**src/hdl/fgr_pkg.sv**
```systemverilog
package fgr_pkg;
    // register byte offsets
    localparam logic [7:0] REG_CTRL = 8'h00;
    localparam logic [7:0] REG_STATUS = 8'h04;
    localparam logic [7:0] REG_COUNT = 8'h08;
    localparam logic [7:0] REG_INTERVAL = 8'h0C;
    // control register fields
    localparam int CTRL_MODE_LSB = 0;
    localparam int CTRL_TCR_BIT = 3;
    localparam int CTRL_TEMP_LSB = 4;
    localparam logic [5:0] CTRL_RESET = 6'h00;
    // status register bits
    localparam int ST_BUSY = 0;
    localparam int ST_IN_SR = 1;
    localparam int ST_EXTRA = 2;
    localparam int ST_ERR_CFG = 3;
    localparam int ST_ERR_PAR = 4;
    localparam int ST_ERR_BUSY = 5;
    // refresh rate mode field codes
    localparam logic [2:0] MODE_FIXED_1X = 3'h0;
    localparam logic [2:0] MODE_FIXED_2X = 3'h1;
    localparam logic [2:0] MODE_FIXED_4X = 3'h2;
    localparam logic [2:0] MODE_OTF_1X2X = 3'h5;
    localparam logic [2:0] MODE_OTF_1X4X = 3'h6;
    // extra refreshes owed after self refresh exit
    localparam logic [2:0] EXTRA_2X = 3'h2;
    localparam logic [2:0] EXTRA_4X = 3'h4;
    // timing, printed figures and derived cycle counts
    localparam int CLK_PERIOD_NS = 4;
    localparam int BASE_INTERVAL_NS = 7800;
    localparam int RFC1_NS = 350;
    localparam int RFC2_NS = 260;
    localparam int RFC4_NS = 160;
    localparam int BASE_INTERVAL_CYC = BASE_INTERVAL_NS / CLK_PERIOD_NS;
    localparam int RFC1_CYC = (RFC1_NS + CLK_PERIOD_NS - 1) / CLK_PERIOD_NS;
    localparam int RFC2_CYC = (RFC2_NS + CLK_PERIOD_NS - 1) / CLK_PERIOD_NS;
    localparam int RFC4_CYC = (RFC4_NS + CLK_PERIOD_NS - 1) / CLK_PERIOD_NS;
    // refresh rate of a command or of a mode family
    typedef enum logic [1:0] {FGR_RATE_1X, FGR_RATE_2X, FGR_RATE_4X} fgr_rate_e;
endpackage

```
**src/hdl/fgr_cycle_timer.sv**
```systemverilog
`timescale 1ns/1ps
// down counter holding busy for exactly load_i cycles after start_i
module fgr_cycle_timer #(
    parameter int W = 7
) (
    input wire logic clk_sys_i,
    input wire logic reset_i,
    input wire logic start_i,
    input wire logic [W-1:0] load_i,
    output logic busy_o
);
    logic [W-1:0] cnt_q; // cycles left
    logic [W-1:0] cnt_d;
    logic busy_q;
    logic busy_d;

    // next count: load wins, else count down to zero
    always_comb begin
        cnt_d = cnt_q;
        if (start_i) begin
            cnt_d = load_i;
        end else if (cnt_q != '0) begin
            cnt_d = cnt_q - W'(1);
        end
        busy_d = (cnt_d != '0);
    end

    // registered so busy_o is a clean flop output
    always_ff @(posedge clk_sys_i or posedge reset_i) begin
        if (reset_i) begin
            cnt_q <= '0;
            busy_q <= 1'b0;
        end else begin
            cnt_q <= cnt_d;
            busy_q <= busy_d;
        end
    end

    assign busy_o = busy_q;
endmodule

```
**src/hdl/fgr_refresh.sv**
```systemverilog
`timescale 1ns/1ps
// Operation
// - mode field codes; reserved codes refused
// - on-the-fly: bank group bit picks rate
// - cycle time 350/260/160 ns per rate
// - new timing applies at rate change
// - each refresh imposes its own timing
// - fixed 1x free; same-rate switch no change
// - self refresh entry accepted in any mode
module fgr_refresh (
    input wire logic clk_sys_i,
    input wire logic reset_i,
    input wire logic link_ck_i, // command clock from the controller
    input wire logic ref_cmd_i, // refresh command on the link
    input wire logic bank_group0_i, // rate select in on-the-fly modes
    input wire logic sr_entry_i, // self refresh entry command
    input wire logic sr_exit_i, // self refresh exit command
    input wire logic [7:0] addr_i,
    input wire logic [31:0] wdata_i,
    input wire logic wr_i,
    input wire logic rd_i,
    output logic [31:0] rdata_o,
    output logic busy_o, // refresh cycle time running
    output logic [1:0] rate_o, // rate now in force
    output logic extra_owed_o // extra refreshes still owed
);
    localparam int A_RFC1 = fgr_pkg::RFC1_CYC;
    localparam int A_RFC4 = fgr_pkg::RFC4_CYC;

    // two-flop synchronisers; stage 1 feeds stage 2 only
    logic ck_s1_q, ck_s2_q, ck_s3_q;
    logic [3:0] cmd_s1_q, cmd_s2_q;
    logic link_edge;

    always_ff @(posedge clk_sys_i or posedge reset_i) begin
        if (reset_i) begin
            ck_s1_q <= 1'b0;
            ck_s2_q <= 1'b0;
            ck_s3_q <= 1'b0;
            cmd_s1_q <= 4'h0;
            cmd_s2_q <= 4'h0;
        end else begin
            ck_s1_q <= link_ck_i;
            ck_s2_q <= ck_s1_q;
            ck_s3_q <= ck_s2_q;
            cmd_s1_q <= {sr_exit_i, sr_entry_i, bank_group0_i, ref_cmd_i};
            cmd_s2_q <= cmd_s1_q;
        end
    end

    // commands sampled on the synced rising link edge; both paths have equal delay
    assign link_edge = ck_s2_q & ~ck_s3_q;

    // rate family of a mode code
    function automatic fgr_pkg::fgr_rate_e family_of(input logic [2:0] m);
        unique case (m)
            fgr_pkg::MODE_FIXED_2X, fgr_pkg::MODE_OTF_1X2X: family_of = fgr_pkg::FGR_RATE_2X;
            fgr_pkg::MODE_FIXED_4X, fgr_pkg::MODE_OTF_1X4X: family_of = fgr_pkg::FGR_RATE_4X;
            default: family_of = fgr_pkg::FGR_RATE_1X;
        endcase
    endfunction

    // fine refresh count not on a whole base-rate boundary
    function automatic logic misaligned(input fgr_pkg::fgr_rate_e f, input logic [7:0] c);
        unique case (f)
            fgr_pkg::FGR_RATE_2X: misaligned = c[0];
            fgr_pkg::FGR_RATE_4X: misaligned = (c[1:0] != 2'h0);
            default: misaligned = 1'b0;
        endcase
    endfunction

    logic [2:0] mode_q, mode_d; // refresh_rate_mode_field
    logic tcr_q, tcr_d; // temp_controlled_refresh enable
    logic [1:0] temp_q, temp_d; // case temperature band
    fgr_pkg::fgr_rate_e rate_q, rate_d; // rate in force
    logic [7:0] count_q, count_d; // fine refreshes since reset point
    logic [2:0] extra_q, extra_d; // extra refreshes left after exit
    logic in_sr_q, in_sr_d, extra_owed_q, extra_owed_d; // owed flag kept in a flop for the pin
    logic err_cfg_q, err_cfg_d, err_par_q, err_par_d, err_busy_q, err_busy_d;
    logic [11:0] interval_q, interval_d; // avg_refresh_interval in cycles
    logic [31:0] rdata_q, rdata_d;
    logic timer_start;
    logic [6:0] timer_load;
    logic busy;
    logic ref_ev, sre_ev, srx_ev, on_the_fly_rate_select, cfg_wr, cfg_ok;
    logic [2:0] new_mode;
    fgr_pkg::fgr_rate_e cmd_rate;

    assign on_the_fly_rate_select = mode_q[2];
    assign ref_ev = link_edge & cmd_s2_q[0] & ~in_sr_q;
    assign sre_ev = link_edge & cmd_s2_q[2] & ~in_sr_q;
    assign srx_ev = link_edge & cmd_s2_q[3] & in_sr_q;
    assign cfg_wr = wr_i & (addr_i == fgr_pkg::REG_CTRL);
    assign new_mode = wdata_i[fgr_pkg::CTRL_MODE_LSB +: 3];
    // reserved codes and non-1x with tcr on are refused whole
    assign cfg_ok = (new_mode == fgr_pkg::MODE_FIXED_1X || new_mode == fgr_pkg::MODE_FIXED_2X
        || new_mode == fgr_pkg::MODE_FIXED_4X || new_mode == fgr_pkg::MODE_OTF_1X2X
        || new_mode == fgr_pkg::MODE_OTF_1X4X)
        && !(wdata_i[fgr_pkg::CTRL_TCR_BIT] && new_mode != fgr_pkg::MODE_FIXED_1X);

    // in on-the-fly modes bank group bit 0 selects fine rate, fixed modes ignore it
    assign cmd_rate = (on_the_fly_rate_select && !cmd_s2_q[1]) ? fgr_pkg::FGR_RATE_1X : family_of(mode_q);

    // each accepted refresh loads its own cycle time; a same-cycle control write drops it
    always_comb begin
        timer_start = ref_ev & ~busy & ~cfg_wr;
        unique case (cmd_rate)
            fgr_pkg::FGR_RATE_2X: timer_load = 7'(fgr_pkg::RFC2_CYC);
            fgr_pkg::FGR_RATE_4X: timer_load = 7'(fgr_pkg::RFC4_CYC);
            default: timer_load = 7'(fgr_pkg::RFC1_CYC);
        endcase
    end

    fgr_cycle_timer #(.W(7)) u_timer (
        .clk_sys_i(clk_sys_i),
        .reset_i(reset_i),
        .start_i(timer_start),
        .load_i(timer_load),
        .busy_o(busy)
    );

    // mode, counters, self refresh tracking and sticky flags
    always_comb begin
        mode_d = mode_q;
        tcr_d = tcr_q;
        temp_d = temp_q;
        rate_d = rate_q;
        count_d = count_q;
        extra_d = extra_q;
        in_sr_d = in_sr_q;
        err_cfg_d = err_cfg_q;
        err_par_d = err_par_q;
        err_busy_d = err_busy_q;
        // write-one-to-clear first, so a same-cycle event still sets
        if (wr_i && addr_i == fgr_pkg::REG_STATUS) begin
            err_cfg_d = err_cfg_q & ~wdata_i[fgr_pkg::ST_ERR_CFG];
            err_par_d = err_par_q & ~wdata_i[fgr_pkg::ST_ERR_PAR];
            err_busy_d = err_busy_q & ~wdata_i[fgr_pkg::ST_ERR_BUSY];
        end
        if (cfg_wr) begin
            if (!cfg_ok) begin
                err_cfg_d = 1'b1;
            end else begin
                mode_d = new_mode;
                tcr_d = wdata_i[fgr_pkg::CTRL_TCR_BIT];
                temp_d = wdata_i[fgr_pkg::CTRL_TEMP_LSB +: 2];
                // same family is no rate change; fixed 1x never misaligned
                if (family_of(new_mode) != family_of(mode_q)) begin
                    if (misaligned(family_of(mode_q), count_q)) begin
                        err_par_d = 1'b1;
                    end
                    count_d = 8'h00;
                end
                rate_d = family_of(new_mode);
            end
        end else if (ref_ev) begin
            if (busy) begin
                err_busy_d = 1'b1; // refused inside the cycle time
            end else begin
                rate_d = cmd_rate;
                if (extra_q != 3'h0) begin
                    // owed extras stay out of the count
                    extra_d = (cmd_rate == fgr_pkg::FGR_RATE_1X) ? 3'h0 : extra_q - 3'h1;
                end else if (cmd_rate == fgr_pkg::FGR_RATE_1X) begin
                    if (on_the_fly_rate_select && misaligned(family_of(mode_q), count_q)) begin
                        err_par_d = 1'b1;
                    end
                    count_d = 8'h00;
                end else begin
                    count_d = count_q + 8'h01;
                end
            end
        end else if (sre_ev) begin
            in_sr_d = 1'b1;
        end else if (srx_ev) begin
            in_sr_d = 1'b0;
            if (misaligned(family_of(mode_q), count_q)) begin
                extra_d = (family_of(mode_q) == fgr_pkg::FGR_RATE_2X) ?
                    fgr_pkg::EXTRA_2X : fgr_pkg::EXTRA_4X;
            end
            count_d = 8'h00;
        end
        extra_owed_d = (extra_d != 3'h0); // flag tracks the owed count
    end

    // required interval: base over rate, halved per temperature band
    always_comb begin
        interval_d = 12'(fgr_pkg::BASE_INTERVAL_CYC) >> (int'(rate_q) + int'(temp_q));
    end

    // register reads, data valid the cycle after the strobe only
    always_comb begin
        rdata_d = 32'h0000_0000;
        if (rd_i) begin
            unique case (addr_i)
                fgr_pkg::REG_CTRL: rdata_d = {26'h000_0000, temp_q, tcr_q, mode_q};
                fgr_pkg::REG_STATUS: rdata_d = {26'h000_0000, err_busy_q, err_par_q,
                    err_cfg_q, (extra_q != 3'h0), in_sr_q, busy};
                fgr_pkg::REG_COUNT: rdata_d = {19'h0_0000, extra_q, 2'(rate_q), count_q};
                fgr_pkg::REG_INTERVAL: rdata_d = {20'h0_0000, interval_q};
                default: rdata_d = 32'h0000_0000; // unmapped reads zero
            endcase
        end
    end

    always_ff @(posedge clk_sys_i or posedge reset_i) begin
        if (reset_i) begin
            mode_q <= fgr_pkg::CTRL_RESET[2:0];
            tcr_q <= fgr_pkg::CTRL_RESET[3];
            temp_q <= fgr_pkg::CTRL_RESET[5:4];
            rate_q <= fgr_pkg::FGR_RATE_1X;
            count_q <= 8'h00;
            extra_q <= 3'h0;
            in_sr_q <= 1'b0;
            extra_owed_q <= 1'b0;
            err_cfg_q <= 1'b0;
            err_par_q <= 1'b0;
            err_busy_q <= 1'b0;
            interval_q <= 12'h000;
            rdata_q <= 32'h0000_0000;
        end else begin
            mode_q <= mode_d;
            tcr_q <= tcr_d;
            temp_q <= temp_d;
            rate_q <= rate_d;
            count_q <= count_d;
            extra_q <= extra_d;
            in_sr_q <= in_sr_d;
            extra_owed_q <= extra_owed_d;
            err_cfg_q <= err_cfg_d;
            err_par_q <= err_par_d;
            err_busy_q <= err_busy_d;
            interval_q <= interval_d;
            rdata_q <= rdata_d;
        end
    end

    assign rdata_o = rdata_q;
    assign busy_o = busy;
    assign rate_o = 2'(rate_q);
    assign extra_owed_o = extra_owed_q;
endmodule

```
**config.mk**
```make
export PLATFORM = sky130hd
export DESIGN_NAME = fgr_refresh
export DESIGN_NICKNAME = d
export VERILOG_FILES = /design/src/hdl/fgr_pkg.sv /design/src/hdl/fgr_cycle_timer.sv /design/src/hdl/fgr_refresh.sv
export SDC_FILE = /design/constraint.sdc
export NUM_CORES = 1
export LEC_CHECK = 0
export BUFFER_PORTS_ARGS = -buffer_cell sky130_fd_sc_hd__clkbuf_2
export CAP_MARGIN = 25
export CORE_ASPECT_RATIO = 0.6
export CORE_MARGIN = 2
export CORE_UTILIZATION = 49
export DETAILED_ROUTE_END_ITERATION = 10
export GPL_TIMING_DRIVEN = 0
export PLACE_DENSITY = 0.77
export SLEW_MARGIN = 20
export SYNTH_ARGS = -nofsm -noshare
export SYNTH_HDL_FRONTEND = slang
export SYNTH_SLANG_ARGS = --single-unit
export TNS_END_PERCENT = 10
```
**constraint.sdc**
```tcl
create_clock -name clk_sys_i -period 2.3 [get_ports clk_sys_i]
set_input_delay 0.345 -clock clk_sys_i [delete_from_list [all_inputs] [get_ports clk_sys_i]]
set_output_delay 0.345 -clock clk_sys_i [all_outputs]
set_load 0.005 [all_outputs]
```
==> impl_metrics.py, run 1 <==
metrics = {
    "sta": {
        "rsz0062_at_grt": "false",
        "min_period_ns": 2.180,
        "hold_viol": 0,
        "finalClockSkew_ns": 0.005924,
        "fmax_mhz": 458.8,
        "setup_violations": 0,
        "holdWs_ns": 0.01041,
        "relSlewSlack": 0.5407,
        "period_share": 0.9476,
        "tightest_slew_ns": 0.6889,
        "finalSetupTns_ns": 0,
        "finalMaxSlewViolations": 0,
    },
    "synth": {
        "synth_most_common_cell": "dfrtp_1",
        "syn_inst": 325,
        "yosysUniqueCellTypes": 54,
        "synth_warnings": 0,
        "syn_avg_cell_area_sq_um": 11.04,
        "synth_common_cells": "dfrtp_1, nand2_1, inv_1",
        "synth.area.top_cells": "dfrtp_1, ha_1, mux4_1",
        "synth_ff_type": "dfrtp_1",
        "netlist_area_sq_um": 3587,
        "ys_seq_area_frac": 0.4674,
        "synth_area_leader_cell": "dfrtp_1",
        "synth_top_area_share": 0.4674,
        "synth-edff-count": 0,
        "ys_seq_elements": 67,
        "async_flop_share": 1.000,
    },
    "clocking": {
        "clk_latency_ns": 0.33,
        "holdBufCountCts": 0,
        "cts_inserted_buffers": 9,
        "cts_tree": "done",
        "clkSinkCount": 67,
        "cts-htree-levels": 3,
        "clk_pin_slew_ns": 0.06,
        "clockRootBuffer": "clkbuf_16",
        "cts_max_path_buffers": 2,
    },
    "place": {
        "post_dp_cell_area_sq_um": 3983,
        "gp_congestion": 0.8753,
        "dp_cells": 472,
        "portBuffers": 37,
        "hpwl_um": 5981,
    },
    "floorplan": {
        "start_util": 0.4998,
        "rows": 24,
        "core_area_sq_um": 7177,
        "fp.dieH_um": 70.28,
        "die_area_sq_um": 8044,
        "die_width_um": 114.5,
        "io_pins": 85,
    },
    "global_routing": {
        "first_global_vias": 2514,
        "grt_pass1_wl_um": 12820,
        "grt-ovfl-total": 0,
        "antenna_found_initial": 0,
        "grt_max_degree": 35,
        "grt_usage": 0.2151,
    },
    "drt": {
        "drc": 0,
        "wl_per_cell_um": 16.10,
        "drt_wl_total_um": 7855,
        "dr_total_vias": 2650,
        "drt_first_iter_violations": 187,
        "firstDrtPassIters": 4,
        "viasPerCell": 5.430,
        "drtAntennaViolNets": 0,
    },
    "cells_and_area": {
        "num-nets-final": 462,
        "area_growth_pct": 21.14,
        "layoutNonFillerInstCount": 488,
        "regArea_sq_um": 1677,
        "multiInputGateArea_sq_um": 1763,
        "drive_gt1_frac": 0.2746,
        "n_antenna_cell": 0,
        "fillCellCount": 566,
        "final_area_sq_um": 4345,
    },
    "worst_setup_path": {
        "start_kind": "flop",
        "worstSetupPathType": "flop to flop",
        "cp-end-kind": "flop",
        "cp.arrival_ns": 2.38,
        "cp_max_fo": 10,
        "crit_required_ns": 2.50,
    },
    "power": {
        "combPwrFrac": 0.206,
        "clock_power_share": 0.378,
        "switching_share": 0.2871,
        "seqPwrFrac": 0.417,
        "ir_worst_vdd_mv": 0.5174,
        "leakage_nw": 2.039,
        "switchingPower_mw": 1.024,
        "p_int_mw": 2.542,
        "powerDensity_nw_per_um2": 820.5,
        "power_mw": 3.566,
    },
    "run": {
        "maxCapViolations": 0,
    },
    "run_status": {
        "status": "finished clean",
    },
    "worst_hold_path": {
        "hold_path.class": "input port to async pin",
    },
}
-- per-stage QoR --
step	utilization	worst slack, ns
finish	0.6055	0.1205
global route	0.6055	0.02000
CTS	0.5994	-0.02875
detailed placement	0.5549	-0.4346
global placement	0.5518	-0.4823
floorplan	-	0.1054
-- state kept, by name, indices dropped and copies added (netlist names), 2 cells and up --
| name | count |
|---|---|
| u_timer.cnt_q | 7 |
| temp_q | 2 |
| cmd_s1_q | 4 |
| mode_q | 3 |
| rate_o | 2 |
| rdata_o | 13 |
| interval_q | 11 |
| cmd_s2_q | 4 |
| count_q | 8 |
| extra_q | 3 |
-- layout by cell type, fill, tap and decap left out, drive strengths merged, types with 9 or more instances in the layout --
cell	instances
nand2	35
dfrtp	67
nor2	24
buf	25
nor2b	9
o21ai	9
ha	20
nor3	9
conb	19
mux2i	12
clkbuf	50
inv	24
-- cell families after synthesis --
family                     share of synthesized area
AOI/OAI and AO/OA                            0.09627
xor gates and xnor gates                     0.01221
adders and majority gates                    0.07534
buffers and inverters                        0.07952
DFF                                           0.4674
muxes                                        0.09941
other                                       0.001045
and+or+nand+nor                               0.1688
-- area by class of cell --
cell class,instances,area share
Clock inverter,5,0.01209
Timing Repair Buffer,39,0.04895
Clock buffer,11,0.05586
Sequential cell,67,0.3858
Inverter,24,0.02131
Tap cell,91,0.02620
Multi-Input combinational cell,226,0.4057
Buffer,25,0.04405
-- power by group through the flow --
stage	logic (mW)	registers [mW]	clock network, mW
CTS	0.729	1.48	1.37
floorplan	0.552	1.44	0
global placement	0.686	1.49	0
detailed placement	0.723	1.50	0
finish	0.733	1.49	1.35
global route	0.822	1.51	1.42
-- worst paths after layout --
check                             from              to  slack [ns]  cells past startpoint
setup / recovery               in_sr_q  u_timer.busy_o        0.12                      6
hold / removal                 reset_i    extra_owed_o        0.01                      2
setup reg to reg               in_sr_q  u_timer.busy_o        0.12                      6
hold reg to reg            cmd_s1_q[1]     cmd_s2_q[1]        0.34                      0
max in group asynchronous      reset_i     cmd_s1_q[0]        1.76                      3
min in group clk_sys_i      sr_entry_i     cmd_s1_q[2]        0.12                      1
-- critical path, cell delays in order, from the launching register on --
cell	delay (ns)
dfrtp_1	0.43
nand4bb_4	0.35
a311oi_4	0.48
buf_4	0.28
nor3_2	0.07
a211oi_1	0.31
nand4b_1	0.13
-- routing by layer --
layer | vias up | part of all wire | track usage
met5 | - | 0 | 0
li1 | 1234 | - | -
met2 | 117 | 0.42 | 0.2998
met3 | 11 | 0.089 | 0.06337
met4 | 0 | 0.012 | 0.06640
met1 | 1288 | 0.48 | 0.3225
-- what timing repair did --
| action | CTS | global route |
|---|---|---|
| endpoints found under the setup margin | 10 | 14 |
| buffers inserted | 1 | 0 |
| gates resized for setup | 3 | 7 |
| pin swaps | 1 | 1 |
Power figures use the tool's default switching activity.
==> run 2: changes to the inputs <==
--- a/config.mk
+++ b/config.mk
@@ -8,11 +8,10 @@
 export BUFFER_PORTS_ARGS = -buffer_cell sky130_fd_sc_hd__clkbuf_2
 export CAP_MARGIN = 25
 export CORE_ASPECT_RATIO = 0.6
-export CORE_MARGIN = 2
 export CORE_UTILIZATION = 49
 export DETAILED_ROUTE_END_ITERATION = 10
 export GPL_TIMING_DRIVEN = 0
-export PLACE_DENSITY = 0.77
+export PLACE_DENSITY = 0.76
 export SLEW_MARGIN = 20
 export SYNTH_ARGS = -nofsm -noshare
 export SYNTH_HDL_FRONTEND = slang
==> run 2 against run 1 <==
  * Power decreased by 0.77%
  * Global-route usage increased by 1.5 points
  * Non-clock buffer count increased by 3
  * Cell count decreased by 0.41%
  * Clock-buffer cell count decreased by 2
  * Clock skew about the same
  * Combinational power increased by 2%
  * Largest power group unchanged
  * Worst hold slack improved by 0.11 ns
  * Critical path depth increased by 3
  * Final area about the same
==> impl_metrics.py, run 2 (same netlist as run 1, synthesis figures left out) <==
metrics = {
    "floorplan": {
        "die_width_um": 112.5,
        "rows": 23,
        "fp.dieH_um": 68.28,
        "core_area_sq_um": 6878,
        "start_util": 0.5216,
        "die_area_sq_um": 7678,
        "io_pins": 85,
    },
    "sta": {
        "hold_viol": 0,
        "min_period_ns": 2.193,
        "finalClockSkew_ns": 0.006107,
        "finalMaxSlewViolations": 0,
        "setup_violations": 0,
        "period_share": 0.9533,
        "tightest_slew_ns": 0.7167,
        "fin_ws_ns": 0.1074,
        "fmax_mhz": 456.1,
        "relSlewSlack": 0.5209,
    },
    "cells_and_area": {
        "drive_gt1_frac": 0.2782,
        "n_antenna_cell": 0,
        "largest_reg_flops": 13,
        "layoutNonFillerInstCount": 486,
        "layout_commonest_cell": "dfrtp_1",
        "num-nets-final": 465,
        "final_cell_mix": "dfrtp_1, clkbuf_2, nand2_1, inv_1, nor2_1",
        "area_growth_pct": 21.07,
        "final_util": 0.6314,
    },
    "worst_setup_path": {
        "cp-end-kind": "flop",
        "start_kind": "flop",
        "worstSetupPathType": "flop to flop",
        "cp_slowest_stage_delay_ns": 0.42,
        "crit_chain": "inv_1, ha_1, nand2_1, ha_2, a311oi_4, nand2_2, buf_4, nor2_1, a21o_1",
        "reg2reg_depth": 9,
        "slowest_stage": "dfrtp_1",
        "cp.arrival_ns": 2.47,
        "crit_required_ns": 2.58,
        "path_buf_inv": 2,
        "rr_startpoint": "mode_q[0]",
        "cp_max_fo": 7,
        "r2r-end": "count_q[0]",
        "reg2reg_slack_ns": 0.11,
        "path_delay_family": "adder cells",
    },
    "clocking": {
        "cts_tree": "done",
        "clkSinkCount": 67,
        "clockRootBuffer": "clkbuf_16",
        "clk_latency_ns": 0.33,
        "cts-htree-levels": 3,
        "cts_max_path_buffers": 2,
        "clk_pin_slew_ns": 0.06,
        "cts_inserted_buffers": 9,
    },
    "drt": {
        "drt_first_iter_violations": 169,
        "firstDrtPassIters": 4,
        "drtAntennaViolNets": 0,
        "viasPerCell": 5.309,
        "wl_per_cell_um": 16.13,
        "dr_total_vias": 2580,
        "drt_wl_total_um": 7838,
        "drc": 0,
    },
    "global_routing": {
        "antenna_found_initial": 0,
        "grt_pass1_wl_um": 12660,
        "grt_usage": 0.2299,
        "first_global_vias": 2373,
        "grt-ovfl-total": 0,
        "grt_max_degree": 41,
    },
    "power": {
        "power_mw": 3.538,
        "powerDensity_nw_per_um2": 814.7,
        "ir_worst_vdd_mv": 0.4704,
        "leakage_nw": 2.050,
    },
    "place": {
        "gp_congestion": 0.8418,
        "dp_cells": 468,
        "dp_slack_ns": -0.4016,
        "portBuffers": 37,
        "hpwl_um": 5920,
    },
    "worst_hold_path": {
        "min_from": "link_ck_i",
        "hold_path_depth": 1,
        "min_to": "ck_s1_q",
        "hold_path.class": "input port to flop",
    },
    "run": {
        "maxCapViolations": 0,
    },
    "run_status": {
        "status": "finished clean",
    },
}
run 2: cell type report:
cell class                      instances  area [sq um]
Fill cell                             558          2535
Multi-Input combinational cell        226          1755
Sequential cell                        67          1677
Timing Repair Buffer                   41         230.2
Clock buffer                            9         225.2
Buffer                                 26         196.4
Tap cell                               87         108.9
Inverter                               24         92.59
Clock inverter                          6         57.56
run 2: routing by layer:
metal	up-vias	wire (um)	track usage
met2	117	3090	0.3191
met1	1215	4023	0.3394
li1	1244	-	-
met4	0	43	0.07500
met5	-	0	0
met3	4	680	0.06997
run 2: report_power, final:
| group | switching (mW) | leakage, nW | internal (mW) |
|---|---|---|---|
| logic | 0.393 | 1.09 | 0.351 |
| registers | 0.153 | 0.817 | 1.33 |
| clock network | 0.488 | 0.141 | 0.823 |
run 2: repair_timing:
action | 4_1_cts | 5_1_grt
resized for setup | 6 | 5
hold buffers | 1 | 0
cloned | 0 | 0
endpoints found under the hold margin | 27 | 0
pin swaps | 1 | 2
setup endpoints to repair | 12 | 10
setup buffers | 1 | 1
run 2: how the worst max path moves through the flow:
stage	from	endpoint	slack, ns	cells past startpoint
after floorplan	mode_q[1]	count_q[7]	0.11	9
after global placement	reset_i	cmd_s1_q[3]	-0.48	2
after detailed placement	mode_q[1]	count_q[7]	-0.40	9
after CTS	mode_q[1]	count_q[7]	0.06	9
after global routing	count_q[0]	extra_owed_o	-0.03	7
final	mode_q[0]	count_q[0]	0.11	9
run 2: per-stage QoR:
stage	hold WS [ns]	instance area (sq um)	setup TNS [ns]
floorplan	0.3312	3661	0
global placement	0.3318	3955	-36.56
detailed placement	0.3356	3978	-5.028
CTS	0.1092	4317	0
global route	0.1035	4343	-0.02952
finish	0.1191	4343	0
